File: config.mk
export PLATFORM = sky130hd
export DESIGN_NAME = cpc_top
export DESIGN_NICKNAME = d
export VERILOG_FILES = /design/src/inc/cpc_pkg.sv /design/src/core/cpc_qualify.sv /design/src/core/cpc_event_mux.sv /design/src/core/cpc_top.sv
export VERILOG_INCLUDE_DIRS = /design/src /design/src/inc
export SDC_FILE = /design/constraint.sdc
export NUM_CORES = 1
export LEC_CHECK = 0
export BUFFER_PORTS_ARGS = -buffer_cell sky130_fd_sc_hd__buf_4
export CAP_MARGIN = 20
export CORE_MARGIN = 2
export CORE_UTILIZATION = 29
export DETAILED_ROUTE_END_ITERATION = 12
export PLACE_DENSITY = 0.45
export SETUP_SLACK_MARGIN = 0.2
export SYNTH_ARGS = -nofsm -noshare
export SYNTH_HDL_FRONTEND = slang
export SYNTH_SLANG_ARGS = --single-unit
File: constraint.sdc
create_clock -name clk_in -period 3.28 [get_ports clk_in]
set_clock_uncertainty 0.1 [all_clocks]
set_input_delay 0 -clock clk_in [delete_from_list [all_inputs] [get_ports clk_in]]
set_output_delay 0 -clock clk_in [all_outputs]
set_load 0.02 [all_outputs]
File: src/inc/cpc_defines.svh
// Constants for the core performance counter block
`ifndef CPC_DEFINES_SVH
`define CPC_DEFINES_SVH

// Coprocessor register number and selects
`define CPC_REG_NUM 5'h19
`define CPC_SEL_CTL0 3'h0
`define CPC_SEL_CNT0 3'h1
`define CPC_SEL_CTL1 3'h2
`define CPC_SEL_CNT1 3'h3

// Control and count register reset values
`define CPC_CTL0_RESET 64'h0000_000C_0000_0000
`define CPC_CTL1_RESET 64'h0000_0000_4000_0000
`define CPC_CNT_RESET 64'h0000_0000_0000_0000

// Read data, flag clear and count step values
`define CPC_DATA_ZERO 64'h0000_0000_0000_0000
`define CPC_BIT_CLEAR 1'h0
`define CPC_CNT_STEP 64'h0000_0000_0000_0001

// Control register field positions
`define CPC_CTL_M_BIT 31
`define CPC_CTL_W_BIT 30
`define CPC_CTL_EVT_HI 8
`define CPC_CTL_EVT_LO 5
`define CPC_CTL_U_BIT 3
`define CPC_CTL_S_BIT 2
`define CPC_CTL_K_BIT 1
`define CPC_CTL_EXL_BIT 0

// Read-only flag values
`define CPC_CTL0_M_VAL 1'h1
`define CPC_CTL1_M_VAL 1'h0
`define CPC_CTL_W_VAL 1'h1

// Counter top bit and privilege codes
`define CPC_CNT_TOP_BIT 63
`define CPC_KSU_KERNEL 2'h0
`define CPC_KSU_SUPER 2'h1
`define CPC_KSU_USER 2'h2

`endif

File: src/inc/cpc_pkg.sv
// Types shared by the core performance counter block
package cpc_pkg;

   // Processor mode seen by the qualifiers
   typedef struct packed {
      logic [1:0] privilege_field;
      logic exception_level_flag;
      logic error_level_flag;
   } cpc_mode_type;

   // Coprocessor register access request
   typedef struct packed {
      logic read;
      logic write;
      logic [4:0] reg_num;
      logic [2:0] sel;
      logic [63:0] wdata;
   } cpc_cop_req_type;

   // Counter 0 events, codes 15 down to 1; code 0 is the cycle
   typedef struct packed {
      logic internal_exception;
      logic exception;
      logic tlb_refill;
      logic cop_queue_full;
      logic reorder_queue_full;
      logic integer_queue_full;
      logic memory_read;
      logic history_predict;
      logic float1_issue;
      logic memory_issue;
      logic integer1_issue;
      logic icache_miss;
      logic return_jump;
      logic register_jump;
      logic branch;
   } cpc_events0_type;

   // Counter 1 events, codes 15 down to 0
   typedef struct packed {
      logic cop_queue_forward;
      logic load_misspec;
      logic any_exception;
      logic itlb_miss;
      logic branch_queue_full;
      logic float_queue_full;
      logic memory_write;
      logic history_mispredict;
      logic uncached_access;
      logic float2_issue;
      logic integer2_issue;
      logic dcache_miss;
      logic return_mispredict;
      logic register_mispredict;
      logic branch_mispredict;
      logic commit;
   } cpc_events1_type;

endpackage

File: src/core/cpc_qualify.sv
// Privilege-level gate for one counter
`timescale 1ns/1ps
`default_nettype none
module cpc_qualify
(
   input wire logic kernel_en_in,
   input wire logic super_en_in,
   input wire logic user_en_in,
   input wire logic exl_en_in,
   input wire cpc_pkg::cpc_mode_type mode_in,
   output logic count_ok_out
);
`include "cpc_defines.svh"

   wire logic normal_mode;
   wire logic in_kernel;
   wire logic in_super;
   wire logic in_user;
   wire logic in_exl;

   assign normal_mode = !mode_in.exception_level_flag && !mode_in.error_level_flag;
   assign in_kernel = kernel_en_in && normal_mode && (mode_in.privilege_field == `CPC_KSU_KERNEL);
   assign in_super = super_en_in && normal_mode && (mode_in.privilege_field == `CPC_KSU_SUPER);
   assign in_user = user_en_in && normal_mode && (mode_in.privilege_field == `CPC_KSU_USER);
   // Exception level counts whatever the privilege field says
   assign in_exl = exl_en_in && mode_in.exception_level_flag && !mode_in.error_level_flag;
   assign count_ok_out = in_kernel || in_super || in_user || in_exl;

endmodule
`default_nettype wire

File: src/core/cpc_event_mux.sv
// Sixteen-way event selector for one counter
`timescale 1ns/1ps
`default_nettype none
module cpc_event_mux
(
   input wire logic [15:0] events_in,
   input wire logic [3:0] code_in,
   output logic event_out
);

   function automatic logic pick_event(input logic [15:0] events, input logic [3:0] code);
      pick_event = events[code];
   endfunction

   assign event_out = pick_event(events_in, code_in);

endmodule
`default_nettype wire

File: src/core/cpc_top.sv
// Core performance counters: two control/count pairs on coprocessor register 25
//
// Notes on behaviour
// - Register 25 selects 0..3: control 0, count 0, control 1, count 1.
// - Reset loads control 0 with its documented initial value.
// - Reset loads control 1 with its documented initial value.
// - Count registers are 64-bit, read/write, plus one per qualified event.
// - Both counters select and count events fully independently.
// - Top bit becoming one raises overflow interrupt and cause flag.
// - Read-only M flag says whether another counter pair follows.
// - Read-only W flag gives count width: zero 32, one 64.
// - Kernel enable counts at privilege 0 with both level flags clear.
// - Supervisor enable counts at privilege 1 with both level flags clear.
// - User enable counts at privilege 2 with both level flags clear.
// - Counter 0 codes 0000..0111: cycles through first floating unit issues.
// - Counter 0 codes 1000..1111: predictions through internal exceptions.
// - Counter 1 codes 0000..0111: commits through uncached accesses.
// - Counter 1 codes 1000..1111: mispredictions through queue load forwards.
`timescale 1ns/1ps
`default_nettype none
module cpc_top
(
   input wire logic clk_in,
   input wire logic reset_in,
   input wire cpc_pkg::cpc_cop_req_type cop_req_in,
   input wire cpc_pkg::cpc_mode_type mode_in,
   input wire cpc_pkg::cpc_events0_type events0_in,
   input wire cpc_pkg::cpc_events1_type events1_in,
   output logic [63:0] rdata_out,
   output logic rvalid_out,
   output logic overflow_irq_out,
   output logic overflow_flag_set_out
);
`include "cpc_defines.svh"

////////////////////////////////////////////////////////////////////////////////
// Register decode

   function automatic logic hits_sel(input cpc_pkg::cpc_cop_req_type req, input logic [2:0] sel);
      hits_sel = (req.reg_num == `CPC_REG_NUM) && (req.sel == sel);
   endfunction

   wire logic wr_ctl0;
   wire logic wr_cnt0;
   wire logic wr_ctl1;
   wire logic wr_cnt1;
   wire logic rd_ctl0;
   wire logic rd_cnt0;
   wire logic rd_ctl1;
   wire logic rd_cnt1;

   // Read and write may share a cycle; the read returns the old value
   assign wr_ctl0 = cop_req_in.write && hits_sel(cop_req_in, `CPC_SEL_CTL0);
   assign wr_cnt0 = cop_req_in.write && hits_sel(cop_req_in, `CPC_SEL_CNT0);
   assign wr_ctl1 = cop_req_in.write && hits_sel(cop_req_in, `CPC_SEL_CTL1);
   assign wr_cnt1 = cop_req_in.write && hits_sel(cop_req_in, `CPC_SEL_CNT1);
   assign rd_ctl0 = cop_req_in.read && hits_sel(cop_req_in, `CPC_SEL_CTL0);
   assign rd_cnt0 = cop_req_in.read && hits_sel(cop_req_in, `CPC_SEL_CNT0);
   assign rd_ctl1 = cop_req_in.read && hits_sel(cop_req_in, `CPC_SEL_CTL1);
   assign rd_cnt1 = cop_req_in.read && hits_sel(cop_req_in, `CPC_SEL_CNT1);

////////////////////////////////////////////////////////////////////////////////
// Control registers

   logic [63:0] event_control_0_reg;
   logic [63:0] event_control_1_reg;
   logic [63:0] event_control_0_next;
   logic [63:0] event_control_1_next;

   // Whole word stored; spare bits read back as written
   assign event_control_0_next = wr_ctl0 ? cop_req_in.wdata : event_control_0_reg;
   assign event_control_1_next = wr_ctl1 ? cop_req_in.wdata : event_control_1_reg;

   always_ff @(posedge clk_in)
   begin
      if (reset_in)
         event_control_0_reg <= `CPC_CTL0_RESET;
      else
         event_control_0_reg <= event_control_0_next;
   end

   always_ff @(posedge clk_in)
   begin
      if (reset_in)
         event_control_1_reg <= `CPC_CTL1_RESET;
      else
         event_control_1_reg <= event_control_1_next;
   end

   // Read view: M and W are wired, whatever was written there
   function automatic logic [63:0] ctl_view(input logic [63:0] stored, input logic more);
      logic [63:0] view;
      view = stored;
      view[`CPC_CTL_M_BIT] = more;
      view[`CPC_CTL_W_BIT] = `CPC_CTL_W_VAL;
      ctl_view = view;
   endfunction

   wire logic [63:0] ctl0_view;
   wire logic [63:0] ctl1_view;

   assign ctl0_view = ctl_view(event_control_0_reg, `CPC_CTL0_M_VAL);
   assign ctl1_view = ctl_view(event_control_1_reg, `CPC_CTL1_M_VAL);

////////////////////////////////////////////////////////////////////////////////
// Control fields

   wire logic kernel_en0;
   wire logic super_en0;
   wire logic user_en0;
   wire logic exl_en0;
   wire logic kernel_en1;
   wire logic super_en1;
   wire logic user_en1;
   wire logic exl_en1;

   // Gates read the stored bits; only the read view overlays M and W
   assign kernel_en0 = event_control_0_reg[`CPC_CTL_K_BIT];
   assign super_en0 = event_control_0_reg[`CPC_CTL_S_BIT];
   assign user_en0 = event_control_0_reg[`CPC_CTL_U_BIT];
   assign exl_en0 = event_control_0_reg[`CPC_CTL_EXL_BIT];
   assign kernel_en1 = event_control_1_reg[`CPC_CTL_K_BIT];
   assign super_en1 = event_control_1_reg[`CPC_CTL_S_BIT];
   assign user_en1 = event_control_1_reg[`CPC_CTL_U_BIT];
   assign exl_en1 = event_control_1_reg[`CPC_CTL_EXL_BIT];

////////////////////////////////////////////////////////////////////////////////
// Event selection

   wire logic [15:0] events0_vec;
   wire logic [15:0] events1_vec;
   wire logic [3:0] code0;
   wire logic [3:0] code1;
   wire logic event0_hit;
   wire logic event1_hit;

   // Code 0 of counter 0 is the core clock itself
   assign events0_vec = {events0_in, 1'h1};
   assign events1_vec = events1_in;
   assign code0 = event_control_0_reg[`CPC_CTL_EVT_HI:`CPC_CTL_EVT_LO];
   assign code1 = event_control_1_reg[`CPC_CTL_EVT_HI:`CPC_CTL_EVT_LO];

   cpc_event_mux mux0
   (
      .events_in(events0_vec),
      .code_in(code0),
      .event_out(event0_hit)
   );

   cpc_event_mux mux1
   (
      .events_in(events1_vec),
      .code_in(code1),
      .event_out(event1_hit)
   );

////////////////////////////////////////////////////////////////////////////////
// Privilege qualification

   wire logic ok0;
   wire logic ok1;

   cpc_qualify qual0
   (
      .kernel_en_in(kernel_en0),
      .super_en_in(super_en0),
      .user_en_in(user_en0),
      .exl_en_in(exl_en0),
      .mode_in(mode_in),
      .count_ok_out(ok0)
   );

   cpc_qualify qual1
   (
      .kernel_en_in(kernel_en1),
      .super_en_in(super_en1),
      .user_en_in(user_en1),
      .exl_en_in(exl_en1),
      .mode_in(mode_in),
      .count_ok_out(ok1)
   );

////////////////////////////////////////////////////////////////////////////////
// Count registers

   logic [63:0] event_count_0_reg;
   logic [63:0] event_count_1_reg;
   logic [63:0] event_count_0_next;
   logic [63:0] event_count_1_next;
   wire logic inc0;
   wire logic inc1;

   // Plain adder: all ones wraps round to zero
   function automatic logic [63:0] count_step(input logic [63:0] cur, input logic wr,
                                              input logic [63:0] wdata, input logic inc);
      // Software write wins over a same-cycle event
      if (wr)
         count_step = wdata;
      else if (inc)
         count_step = cur + `CPC_CNT_STEP;
      else
         count_step = cur;
   endfunction

   assign inc0 = event0_hit && ok0;
   assign inc1 = event1_hit && ok1;
   // Each counter sees only its own event and gate
   assign event_count_0_next = count_step(event_count_0_reg, wr_cnt0, cop_req_in.wdata, inc0);
   assign event_count_1_next = count_step(event_count_1_reg, wr_cnt1, cop_req_in.wdata, inc1);

   // Counts clear on reset so the first read is known
   always_ff @(posedge clk_in)
   begin
      if (reset_in)
         event_count_0_reg <= `CPC_CNT_RESET;
      else
         event_count_0_reg <= event_count_0_next;
   end

   always_ff @(posedge clk_in)
   begin
      if (reset_in)
         event_count_1_reg <= `CPC_CNT_RESET;
      else
         event_count_1_reg <= event_count_1_next;
   end

////////////////////////////////////////////////////////////////////////////////
// Overflow

   wire logic top0_now;
   wire logic top1_now;
   wire logic top0_next;
   wire logic top1_next;
   wire logic rise0;
   wire logic rise1;
   wire logic irq_next;
   wire logic flag_next;

   assign top0_now = event_count_0_reg[`CPC_CNT_TOP_BIT];
   assign top1_now = event_count_1_reg[`CPC_CNT_TOP_BIT];
   assign top0_next = event_count_0_next[`CPC_CNT_TOP_BIT];
   assign top1_next = event_count_1_next[`CPC_CNT_TOP_BIT];
   // Any 0 to 1 change of the top bit, by count or by write
   assign rise0 = !top0_now && top0_next;
   assign rise1 = !top1_now && top1_next;
   assign flag_next = rise0 || rise1;
   // Interrupt holds while either top bit stays set; software clears it by rewriting
   assign irq_next = top0_next || top1_next;

   always_ff @(posedge clk_in)
   begin
      if (reset_in)
         overflow_irq_out <= `CPC_BIT_CLEAR;
      else
         overflow_irq_out <= irq_next;
   end

   always_ff @(posedge clk_in)
   begin
      if (reset_in)
         overflow_flag_set_out <= `CPC_BIT_CLEAR;
      else
         overflow_flag_set_out <= flag_next;
   end

////////////////////////////////////////////////////////////////////////////////
// Read port

   wire logic [63:0] ctl0_part;
   wire logic [63:0] cnt0_part;
   wire logic [63:0] ctl1_part;
   wire logic [63:0] cnt1_part;
   wire logic [63:0] rdata_next;

   // Selects are exclusive, so the OR of the gated parts is the mux
   // Unmapped reads return zero; values are those before this cycle's write
   assign ctl0_part = rd_ctl0 ? ctl0_view : `CPC_DATA_ZERO;
   assign cnt0_part = rd_cnt0 ? event_count_0_reg : `CPC_DATA_ZERO;
   assign ctl1_part = rd_ctl1 ? ctl1_view : `CPC_DATA_ZERO;
   assign cnt1_part = rd_cnt1 ? event_count_1_reg : `CPC_DATA_ZERO;
   assign rdata_next = ctl0_part | cnt0_part | ctl1_part | cnt1_part;

   always_ff @(posedge clk_in)
   begin
      if (reset_in)
         rdata_out <= `CPC_DATA_ZERO;
      else
         rdata_out <= rdata_next;
   end

   // Any read is answered, mapped or not, so software never waits on a hole
   always_ff @(posedge clk_in)
   begin
      if (reset_in)
         rvalid_out <= `CPC_BIT_CLEAR;
      else
         rvalid_out <= cop_req_in.read;
   end

endmodule
`default_nettype wire

-- Word level (Yosys, flattened, before mapping)
Cells that the tools add are included.
- bits in registers: 323
- input port bits: 111
- output and inout bits: 67
- word-level logic and storage cells: 84
- add/sub/neg operators: 2
- order comparisons: 2
- equality and inequality tests: 6
- muxes and demuxes: 12
- bitwise operators: 3
- reduce and logical (&&, ||, !) cells: 49
- operators by type and width (operator ; count):
    64-bit two-way mux ; 8
    64-bit bitwise OR ; 3
    64-bit by 1-bit adder with 64-bit output, second input constant ; 2
    1-bit logical AND ; 33
    4-bit by 5-bit < comparator with 1-bit output, second input constant ; 2
    1-bit binary-select mux with 4-bit select ; 2
    1-bit logical OR ; 8
    3-bit by 2-bit equality test with 1-bit output, second input constant ; 2
    5-bit equality test, second input constant ; 1
    1-bit zero test ; 4
    2-bit nonzero test ; 2
    3-bit by 1-bit equality test with 1-bit output, second input constant ; 1
    3-bit zero test ; 1
    2-bit by 1-bit equality test with 1-bit output, second input constant ; 1
    2-bit equality test, second input constant ; 1
    2-bit zero test ; 1
    1-bit two-way mux ; 2

-- Longest topological paths before layout
Gate-level depths: netlist of run 1.
- word-level depth: 12
- mapped depth: 10
- gate-level depth less buffers: 7

-- Cells and area by module
From an unflattened synthesis of run 1, not the netlist that was laid out.
- cells, all modules: 1768
- area, all modules: 14501.4 um2
- modules (own cells, without submodules) (module ; instances ; cells an instance ; area each (um2) ; seq. area each (um2)):
    cpc_top ; 1 ; 1742 ; 14153.6 ; 6386.1
    cpc_event_mux ; 2 ; 7 ; 135.1 ; 0.0
    cpc_qualify ; 2 ; 6 ; 38.8 ; 0.0

-- Least setup slack after synthesis of run 1
No wires, ideal clock.
- kind: reg-to-reg
- start: reg event_count_1_reg[0]
- end: reg event_count_1_reg[44]
- library setup time: 0.091 ns
- arrival time: 2.535 ns
- data required time: 3.089 ns
- setup slack: 0.554 ns
- stages on the path, launching flop included: 11
- buffers on the path: 3
- period minus slack after synthesis: 2.726 ns
- cells stage by stage: dfxtp_1 ha_1 buf_2 inv_1 nor3_1 nand4_4 or4_1 clkbuf_1 buf_2 or3_1 a311oi_1
- cells in the longest elaborated chain, start to end: 3
- ends and longest elaborated chain (what ; line ; RTL):
    start: declaration ; cpc_top.sv:187 ; logic [63:0] event_count_1_reg;
    start signal: assignment ; cpc_top.sv:223 ; event_count_1_reg <= `CPC_CNT_RESET;
    start signal: assignment ; cpc_top.sv:225 ; event_count_1_reg <= event_count_1_next;
    64-bit by 1-bit adder with 64-bit output (no source line) ; n/a ;
    64-bit two-way mux ; cpc_top.sv:199 ; else if (inc)
    64-bit two-way mux ; cpc_top.sv:197 ; if (wr)
No other way between the ends. The select of a mux whose other input is x is not followed.
A chain may end at the register's enable or synchronous reset.

-- Final worst setup path of run 1
- start: reg event_control_1_reg[7]
- end: reg overflow_irq_out
- cells in the longest elaborated chain, start to end: 6
- ends and longest elaborated chain (what ; line ; RTL):
    start: declaration ; cpc_top.sv:66 ; logic [63:0] event_control_1_reg;
    start signal: assignment ; cpc_top.sv:85 ; event_control_1_reg <= `CPC_CTL1_RESET;
    start signal: assignment ; cpc_top.sv:87 ; event_control_1_reg <= event_control_1_next;
    1-bit binary-select mux with 4-bit select ; cpc_event_mux.sv:12 ; pick_event = events[code];
    1-bit two-way mux (implied by the code) ; cpc_event_mux.sv:12 ;
    1-bit logical AND ; cpc_top.sv:206 ; assign inc1 = event1_hit && ok1;
    64-bit two-way mux ; cpc_top.sv:199 ;
    64-bit two-way mux ; cpc_top.sv:197 ;
    1-bit logical OR ; cpc_top.sv:249 ; assign irq_next = top0_next || top1_next;
    end signal: assignment ; cpc_top.sv:254 ; overflow_irq_out <= `CPC_BIT_CLEAR;
    end signal: assignment ; cpc_top.sv:256 ; overflow_irq_out <= irq_next;
    end: declaration ; cpc_top.sv:31 ; output logic overflow_irq_out,
No other way between the ends. The select of a mux whose other input is x is not followed.

==> impl_metrics.toml, run 1 <==
[floorplanning]
start_util_pct = 29.2
die_y_um = 231
row_count = 83
die_x_um = 231
core_area_mm2 = 0.0511
pin_count = 178
dieArea_mm2 = 0.0533

[placement]
portBuffers = 177
place_congestion = 0.824
dp_hpwl_um = 38800
dp_cells = 2627

[power]
ir_worst_vdd_mv = 0.297
p_per_area_mw_per_mm2 = 456
p_int_w = 0.00674
swShare_pct = 22.8
power_frac_comb_pct = 4.6
p_leak_nw = 6.10
clkPwrFrac_pct = 50.8
seqPwrFrac_pct = 44.6
p_sw_w = 0.00199

[global_routing]
grt_first_pass_wirelength_um = 88700
grt_use_total_pct = 21.4
grt-ovfl-total = 0
grt_pass1_vias = 14691
antenna_found_initial = 1
grt_max_degree = 73

[logic_synthesis]
synth_top_cell_by_area = "dfxtp_1"
netlist.area_leader.share_pct = 42.8
synth_fp_nets = 1975
synthSimpleGateAreaFrac_pct = 23.7
ys_seq_area_share_pct = 42.8
synth_top_family_by_area = "simple AND/OR/NAND/NOR gates"
yosysWarnings = 0
synth_area_leaders = "dfxtp_1, nand2_1, a22oi_1"
synth-main-ff-cell = "dfxtp_1"
yosys.area_share.adder_pct = 0.168
synth_xor_area_share_pct = 3.64
muxShareOfSynthArea_pct = 1.98
ys_types = 63
synth-async-reset-ratio_pct = 0
synth_enable_flop_cells = 0
synth_compound_area_share_pct = 23.2
synthesis.area_mm2 = 0.0149
synth_area_per_cell_um2 = 8.02
postSynthCellCount = 1862
ys_ff_latch = 319

[final_layout]
fillCellCount = 5295
finalNonFillerCells = 2768
layout_common_cells = "nand2_1, dfxtp_1, buf_4"
drive_above_1_share_pct = 15.9
multi_input_area_mm2 = 0.00792
n_antenna_cell = 0
area_growth_pct = 28.2
final_nets = 2171
final_common_cell = "nand2_1"
ff_latch_area_mm2 = 0.00639

[setup_path]
worstPathArrival_ps = 3240
cp.required_ps = 3630
critPathMaxFanout = 20
critPathKind = "reg2reg"
startpoint_type = "register"
cp-end-kind = "register"

[drt]
wirelength_um = 58200
via_count = 14980
avgRoutedWirePerCell_um = 21.0
drc = 0
drtAntennaViolNets = 0
vias_per_cell = 5.41
drt_pass1_iterations = 5
drt_iter0_markers = 1140

[clock_network]
cts_sinks = 319
cts-root-buf = "clkbuf_16"
cts_buffers = 40
max-clock-path-buffers = 3
cts_tree = "yes"
insertion_delay_ps = 560
clk_pin_slew_ps = 60
htreeDepth = 2

[flow_run]
cap_violations = 0

[sta]
max_slew_margin_pct = 36.8
finalHoldViolCount = 0
rsz0062_at_grt = "yes"
fmax_mhz = 345
whs_ps = 79.5
worst_pin_slew_ps = 947
setup_violations = 0
slew_viol_final = 0
fin_crit_sh_pct = 88.3
fin_setup_tns_ps = 0
fin_crit_ps = 2900

[min_path]
hold_class = "in2reg"

[run_status]
status = "completed"
critical path: stages, from the launching register on:
cell and delay (ps):
dfxtp_1 480, mux4_2 540, mux2_2 300, a22oi_2 440, buf_4 380, or4b_2 180, a21oi_1 70, o21bai_1 290
through the flow:
step	utilization (%)	total power, W	setup slack (ps)	area, um^2
2_1_floorplan	-	0.00409	554	14900
3_3_place_gp	33.5	0.00431	390	17100
3_5_place_dp	33.5	0.00431	296	17100
4_1_cts	37.4	0.00885	288	19100
5_1_grt	37.5	0.00903	196	19100
6_report	37.5	0.00873	385	19100
power groups by stage:
| stage | Clock (W) | Combinational, W | Sequential, W |
|---|---|---|---|
| finish | 0.00444 | 0.000400 | 0.00389 |
| detailed placement | 0 | 0.000334 | 0.00398 |
| global route | 0.00471 | 0.000429 | 0.00389 |
| CTS | 0.00456 | 0.000402 | 0.00389 |
| global placement | 0 | 0.000333 | 0.00398 |
| floorplan | 0 | 0.000111 | 0.00397 |
layer usage:
| layer | track usage, % | routed length (um) | vias up | share of wire [%] |
|---|---|---|---|---|
| met3 | 4.57 | 3960 | 110 | 6.8 |
| met5 | 0 | 7 | - | 0.012 |
| met1 | 27.2 | 25000 | 7176 | 43 |
| li1 | - | - | 7215 | - |
| met2 | 35.4 | 27400 | 477 | 47 |
| met4 | 8.10 | 1780 | 2 | 3.1 |
final cells by class:
cell class / count / share of cell area, %
multi-input cells: 1367 / 41.4
repair buffers: 307 / 13.4
clock inverters: 10 / 0.392
clock buffers: 62 / 6.51
inverters: 23 / 0.451
flip-flops and latches: 319 / 33.4
well taps: 680 / 4.45
cells by family (layout without fill, tap and decap cells):
group,after synthesis,after routing
compound gates,553,553
xor+xnor,62,62
fa+ha+maj,2,2
buf+inv,176,402
flops,319,319
mux,25,25
simple gates,725,725
timing repair:
item / 4_1_cts / 5_1_grt
resized for setup: 0 / 3
hold buffers: 69 / 0
buffers inserted: 0 / 0
setup endpoints to repair: 0 / 12
endpoints found under the hold margin: 270 / 0
cells in the mapped netlist (all sizes together), types with 4 or more instances:
cell       n
nor2      77
dfxtp    319
xnor2     59
o31ai     21
nand2    340
o21ai    104
nor2b      5
a31oi     27
a211oi    27
a22oi    128
clkbuf   137
nand4     41
a2111oi    9
mux2       6
mux2i     16
and3      22
buf       16
nor4b      4
nand2b     4
inv       23
a21oi    191
or2        5
nor4      49
and4      14
or4       22
a311oi    29
nor3      25
nand3     58
or3       44
worst paths after layout:
check                                       startpoint                                   end  slack, ps  depth (start not counted)
setup / recovery   event_control_1_reg[7]$_SDFFE_PP0P_           overflow_irq_out$_SDFF_PP0_        380                          7
hold / removal                          cop_req_in[72]      overflow_flag_set_out$_SDFF_PP0_         80                          5
setup reg to reg   event_control_1_reg[7]$_SDFFE_PP0P_           overflow_irq_out$_SDFF_PP0_        380                          7
hold reg to reg   event_control_0_reg[40]$_SDFFE_PP0P_  event_control_0_reg[40]$_SDFFE_PP0P_        350                          2
(Power assumes the default switching activity.)
==> run 2, diff against run 1 <==
Settings changed: CORE_UTILIZATION 29 to 50, PLACE_DENSITY 0.45 to 0.7.
==> run 2 against run 1 <==
  * Hold slack worse by 58 ps
  * Die area is 41% lower
  * Sequential share of layout area up 0.84 points
  * Core utilization increased by 26 points
  * Sequential cell count unchanged
  * First-iteration DRC count grew 41%
  * Count of clock-buffer cells in the layout fell by 12
  * Maximum frequency fell by 1.0%
  * Via count grew 2.3%
  * Critical endpoint is now event_count_0_reg[47]$_SDFFE_PP0P_
  * Largest cell class unchanged
==> impl_metrics.toml, run 2 (synthesis gave the netlist of run 1 again) <==
[floorplanning]
row_count = 63
die_y_um = 177
core_area_mm2 = 0.0295
start_util_pct = 50.6
die_x_um = 177
pin_count = 178
dieArea_mm2 = 0.0313

[clock_network]
cts_sinks = 319
cts_tree = "yes"
post_cts_buffers = 0
insertion_delay_ps = 520
max-clock-path-buffers = 3
cts-root-buf = "clkbuf_16"
cts_buffers = 35
htreeDepth = 2
clk_pin_slew_ps = 60

[global_routing]
grtUsageMet1_pct = 40.1
grt_first_pass_wirelength_um = 77200
busiest_layer = "met2"
grt_use_total_pct = 30.8
grtUsageMet2_pct = 51.7
grt-ovfl-total = 0
antenna_found_initial = 1
grt_max_degree = 125
grt_pass1_vias = 14243
use_met3_pct = 4.10

[setup_path]
cp-end-kind = "register"
critPathKind = "reg2reg"
crit_start = "event_count_0_reg[8]$_SDFFE_PP0P_"
reg2reg_from = "event_count_0_reg[8]$_SDFFE_PP0P_"
worstPathArrival_ps = 3230
startpoint_type = "register"
critPathMaxFanout = 19
cp.required_ps = 3580
r2r_end = "event_count_0_reg[47]$_SDFFE_PP0P_"
critPathCapture = "event_count_0_reg[47]$_SDFFE_PP0P_"
rr_worst_depth = 8
r2r_slack_ps = 350

[final_layout]
n_antenna_cell = 0
fillCellCount = 2528
finalNonFillerCells = 2464
final_nets = 2164
final_common_cell = "nand2_1"
area_growth_pct = 25.1
drive_above_1_share_pct = 15.8
layout_common_cells = "nand2_1, dfxtp_1, buf_4"

[placement]
place_congestion = 0.901
portBuffers = 177
dp_cells = 2336
dp_hpwl_um = 32400

[sta]
fin_crit_sh_pct = 89.2
fmax_mhz = 342
finalHoldViolCount = 0
worst_pin_slew_ps = 995
fin_crit_ps = 2930
fin_setup_tns_ps = 0
slew_viol_final = 0
max_slew_margin_pct = 33.7
setup_violations = 0
rsz0062_at_grt = "no"

[drt]
vias_per_cell = 6.22
wirelength_um = 49100
drc = 0
avgRoutedWirePerCell_um = 19.9
drtAntennaViolNets = 0
drt_iter0_markers = 1602
drt_pass1_iterations = 5
via_count = 15327

[min_path]
min_from = "mode_in[0]"
worstHoldPathCells = 5
hold_class = "in2reg"

[power]
p_per_area_mw_per_mm2 = 459
p_leak_nw = 6.02
ir_worst_vdd_mv = 0.397

[flow_run]
cap_violations = 0

[run_status]
status = "completed"
run 2: changes by cell type in the layout (fill, tap and decap cells not counted), sizes merged:
cell	previous run	this run
bufinv	1	5
clkbuf	63	50
clkinv	9	2
clkinvlp	0	3
dlygate4sd3	69	68
run 2: worst max-delay path, cell delays in order, from the launching register on:
cell and delay [ps]:
dfxtp_1 510, nand4_1 210, nor4_4 380, buf_4 220
nand4_1 90, or4_1 410, buf_4 220, or3_1 350
a311oi_1 320
run 2: routing by layer:
metal / share of wire (%) / up-vias
met5: 0 / -
met2: 48 / 685
met1: 41 / 7297
met3: 6.9 / 149
met4: 4.0 / 0
li1: - / 7196
run 2: final cells by class:
class	instances	area, um^2	area share, %
clock inverters	10	183	0.978
well taps	390	488	2.61
clock buffers	50	1070	5.76
flip-flops and latches	319	6390	34.2
multi-input cells	1367	7940	42.5
repair buffers	305	2510	13.5
inverters	23	86.3	0.462
run 2: worst min-delay path by stage:
stage	end	slack, ps
floorplan	event_count_1_reg[50]$_SDFFE_PP0P_	6
global placement	event_count_1_reg[12]$_SDFFE_PP0P_	130
detailed placement	event_count_1_reg[9]$_SDFFE_PP0P_	140
CTS	event_count_1_reg[63]$_SDFF_PP0_	10
global route	event_count_1_reg[63]$_SDFF_PP0_	40
finish	event_count_1_reg[63]$_SDFF_PP0_	20
run 2: what timing repair did:
item                       CTS  global route
resized for setup            2             6
hold buffers                68             0
hold endpoints to repair   269             0
setup endpoints to repair    1            12
run 2: power breakdown:
part           internal (W)  switching [W]  leakage (nW)
logic              0.000180       0.000209          2.84
clock network       0.00267        0.00162         0.610
registers           0.00388     0.00000824          2.57
run 2: per-stage QoR:
stage	hold slack [ps]	setup slack, ps	area [um^2]	util [%]	total power [W]
6_report	22.0	354	18700	63.3	0.00856
5_1_grt	39.8	232	18700	63.3	0.00879
4_1_cts	10.0	246	18700	63.3	0.00860
3_5_place_dp	143	254	16700	56.7	0.00429
3_3_place_gp	133	327	16700	56.7	0.00429
2_1_floorplan	6.16	554	14900	-	0.00409
==> run 3, diff against run 2 <==
--- a/config.mk
+++ b/config.mk
@@ -12,2 +12,3 @@
 export CORE_UTILIZATION = 50
+export CTS_CLUSTER_SIZE = 12
 export DETAILED_ROUTE_END_ITERATION = 12
--- a/constraint.sdc
+++ b/constraint.sdc
@@ -4,2 +4,2 @@
 set_output_delay 0 -clock clk_in [all_outputs]
-set_load 0.02 [all_outputs]
+set_load 0.1 [all_outputs]
==> run 3 against run 2 <==
  * Core utilization fell by 0.48 points
  * Sequential share of layout area increased by 0.26 points
  * Maximum frequency is 0.18% higher
  * Critical path type unchanged
  * Critical endpoint unchanged
==> impl_metrics.toml, run 3 (synthesis gave the netlist of run 1 again) <==
[final_layout]
ff_latch_area_mm2 = 0.00639
final_common_cell = "nand2_1"
final_util_pct = 62.9
layout_common_cells = "nand2_1, dfxtp_1, buf_4"
area_growth_pct = 24.1
multi_input_area_mm2 = 0.00794
drive_above_1_share_pct = 15.3
fillCellCount = 2529
final_nets = 2166

[setup_path]
critPathMaxStageDelay_ps = 520
worstPathArrival_ps = 3230
slowest_stage = "dfxtp_1"
critPathTopFamily = "simple AND/OR/NAND/NOR gates"
cp-end-kind = "register"
crit_chain = "nand4_1 -> nor4_4 -> buf_4 -> nand4_1 -> or4_1 -> buf_4 -> or3_1 -> a311oi_1"
path_buf_inv = 2
critPathKind = "reg2reg"
cp.required_ps = 3590
startpoint_type = "register"
critPathMaxFanout = 19

[sta]
max_slew_margin_pct = 33.2
fmax_mhz = 342
worst_pin_slew_ps = 1000
setup_violations = 0
fin_crit_ps = 2920
finalHoldViolCount = 0
fin_setup_tns_ps = 0
slew_viol_final = 0
setup_ws_ps = 360
rsz0062_at_grt = "no"
fin_crit_sh_pct = 89.0

[power]
p_leak_nw = 5.96
ir_worst_vdd_mv = 0.378
p_per_area_mw_per_mm2 = 440

[drt]
drtAntennaViolNets = 0
drc = 0
avgRoutedWirePerCell_um = 20.0
drt_pass1_iterations = 5
drt_iter0_markers = 1578
via_count = 15375
vias_per_cell = 6.24
wirelength_um = 49400

[global_routing]
grt_max_degree = 125
grtUsageMet2_pct = 51.0
grt_pass1_vias = 14291
use_met3_pct = 4.64
grt_first_pass_wirelength_um = 77200
grtUsageMet1_pct = 39.9
grt_use_total_pct = 30.9
busiest_layer = "met2"
antenna_found_initial = 3
grt-ovfl-total = 0

[floorplanning]
die_x_um = 177
start_util_pct = 50.6
die_y_um = 177
dieArea_mm2 = 0.0313
core_area_mm2 = 0.0295
pin_count = 178
row_count = 63

[clock_network]
cts-root-buf = "clkbuf_16"
cts_buffers = 35
cts_sinks = 319
max-clock-path-buffers = 3
insertion_delay_ps = 520
cts_tree = "yes"
clk_pin_slew_ps = 60
htreeDepth = 2
post_cts_buffers = 0

[placement]
place_ws_ps = 254
dp_hpwl_um = 32400
place_congestion = 0.901
portBuffers = 177

[run_status]
status = "completed"

[min_path]
hold_class = "in2reg"

[flow_run]
cap_violations = 0
## run 3: per-stage QoR
step	hold slack, ps	cell area (um^2)	cells	power, W
after floorplan	6.16	14900	1862	0.00409
after global placement	133	16700	2336	0.00429
after detailed placement	143	16700	2336	0.00430
after CTS	9.03	18500	2463	0.00819
after global routing	41.7	18500	2464	0.00837
final	32.2	18500	2465	0.00815
## run 3: path summary, 6_finish.rpt
| kind | start | end | slack, ps | cells past startpoint |
|---|---|---|---|---|
| worst max-delay path | event_count_0_reg[8]$_SDFFE_PP0P_ | event_count_0_reg[47]$_SDFFE_PP0P_ | 360 | 8 |
| worst max register to register | event_count_0_reg[8]$_SDFFE_PP0P_ | event_count_0_reg[47]$_SDFFE_PP0P_ | 360 | 8 |
| worst min register to register | event_control_0_reg[26]$_SDFFE_PP0P_ | event_control_0_reg[26]$_SDFFE_PP0P_ | 350 | 2 |
| worst min-delay path | mode_in[0] | event_count_1_reg[63]$_SDFF_PP0_ | 30 | 5 |
## run 3: routing by layer
metal | vias to the layer above | wire length [um]
met3 | 157 | 3520
met2 | 677 | 23300
met5 | - | 0
met1 | 7345 | 20500
li1 | 7196 | -
met4 | 0 | 2130
## run 3: worst reg2reg max path, cell delays in order, from the launching register on
cell and delay, ps:
dfxtp_1 520, nand4_1 210, nor4_4 380, buf_4 220, nand4_1 90, or4_1 420, buf_4 220, or3_1 370
a311oi_1 310
## run 3: area by class of cell
class                      count  area share (%)
clock inverter                 7           0.473
sequential                   319            34.5
clock buffer                  50            5.42
antenna                        2          0.0270
tap                          390            2.63
inverter                      23           0.466
timing repair buffer         307            13.7
multi-input combinational   1367            42.8
## run 3: what timing repair did
item | 4_1_cts | 5_1_grt
setup endpoints to repair | 0 | 19
endpoints found under the hold margin | 269 | 0
resized for setup | 0 | 8
hold buffers | 70 | 0
## run 3: power breakdown
group	leakage [nW]	switching (W)	internal (W)
Sequential	2.57	0.00000823	0.00388
Clock	0.533	0.00159	0.00228
Combinational	2.86	0.000214	0.000180
Total	5.96	0.00181	0.00634
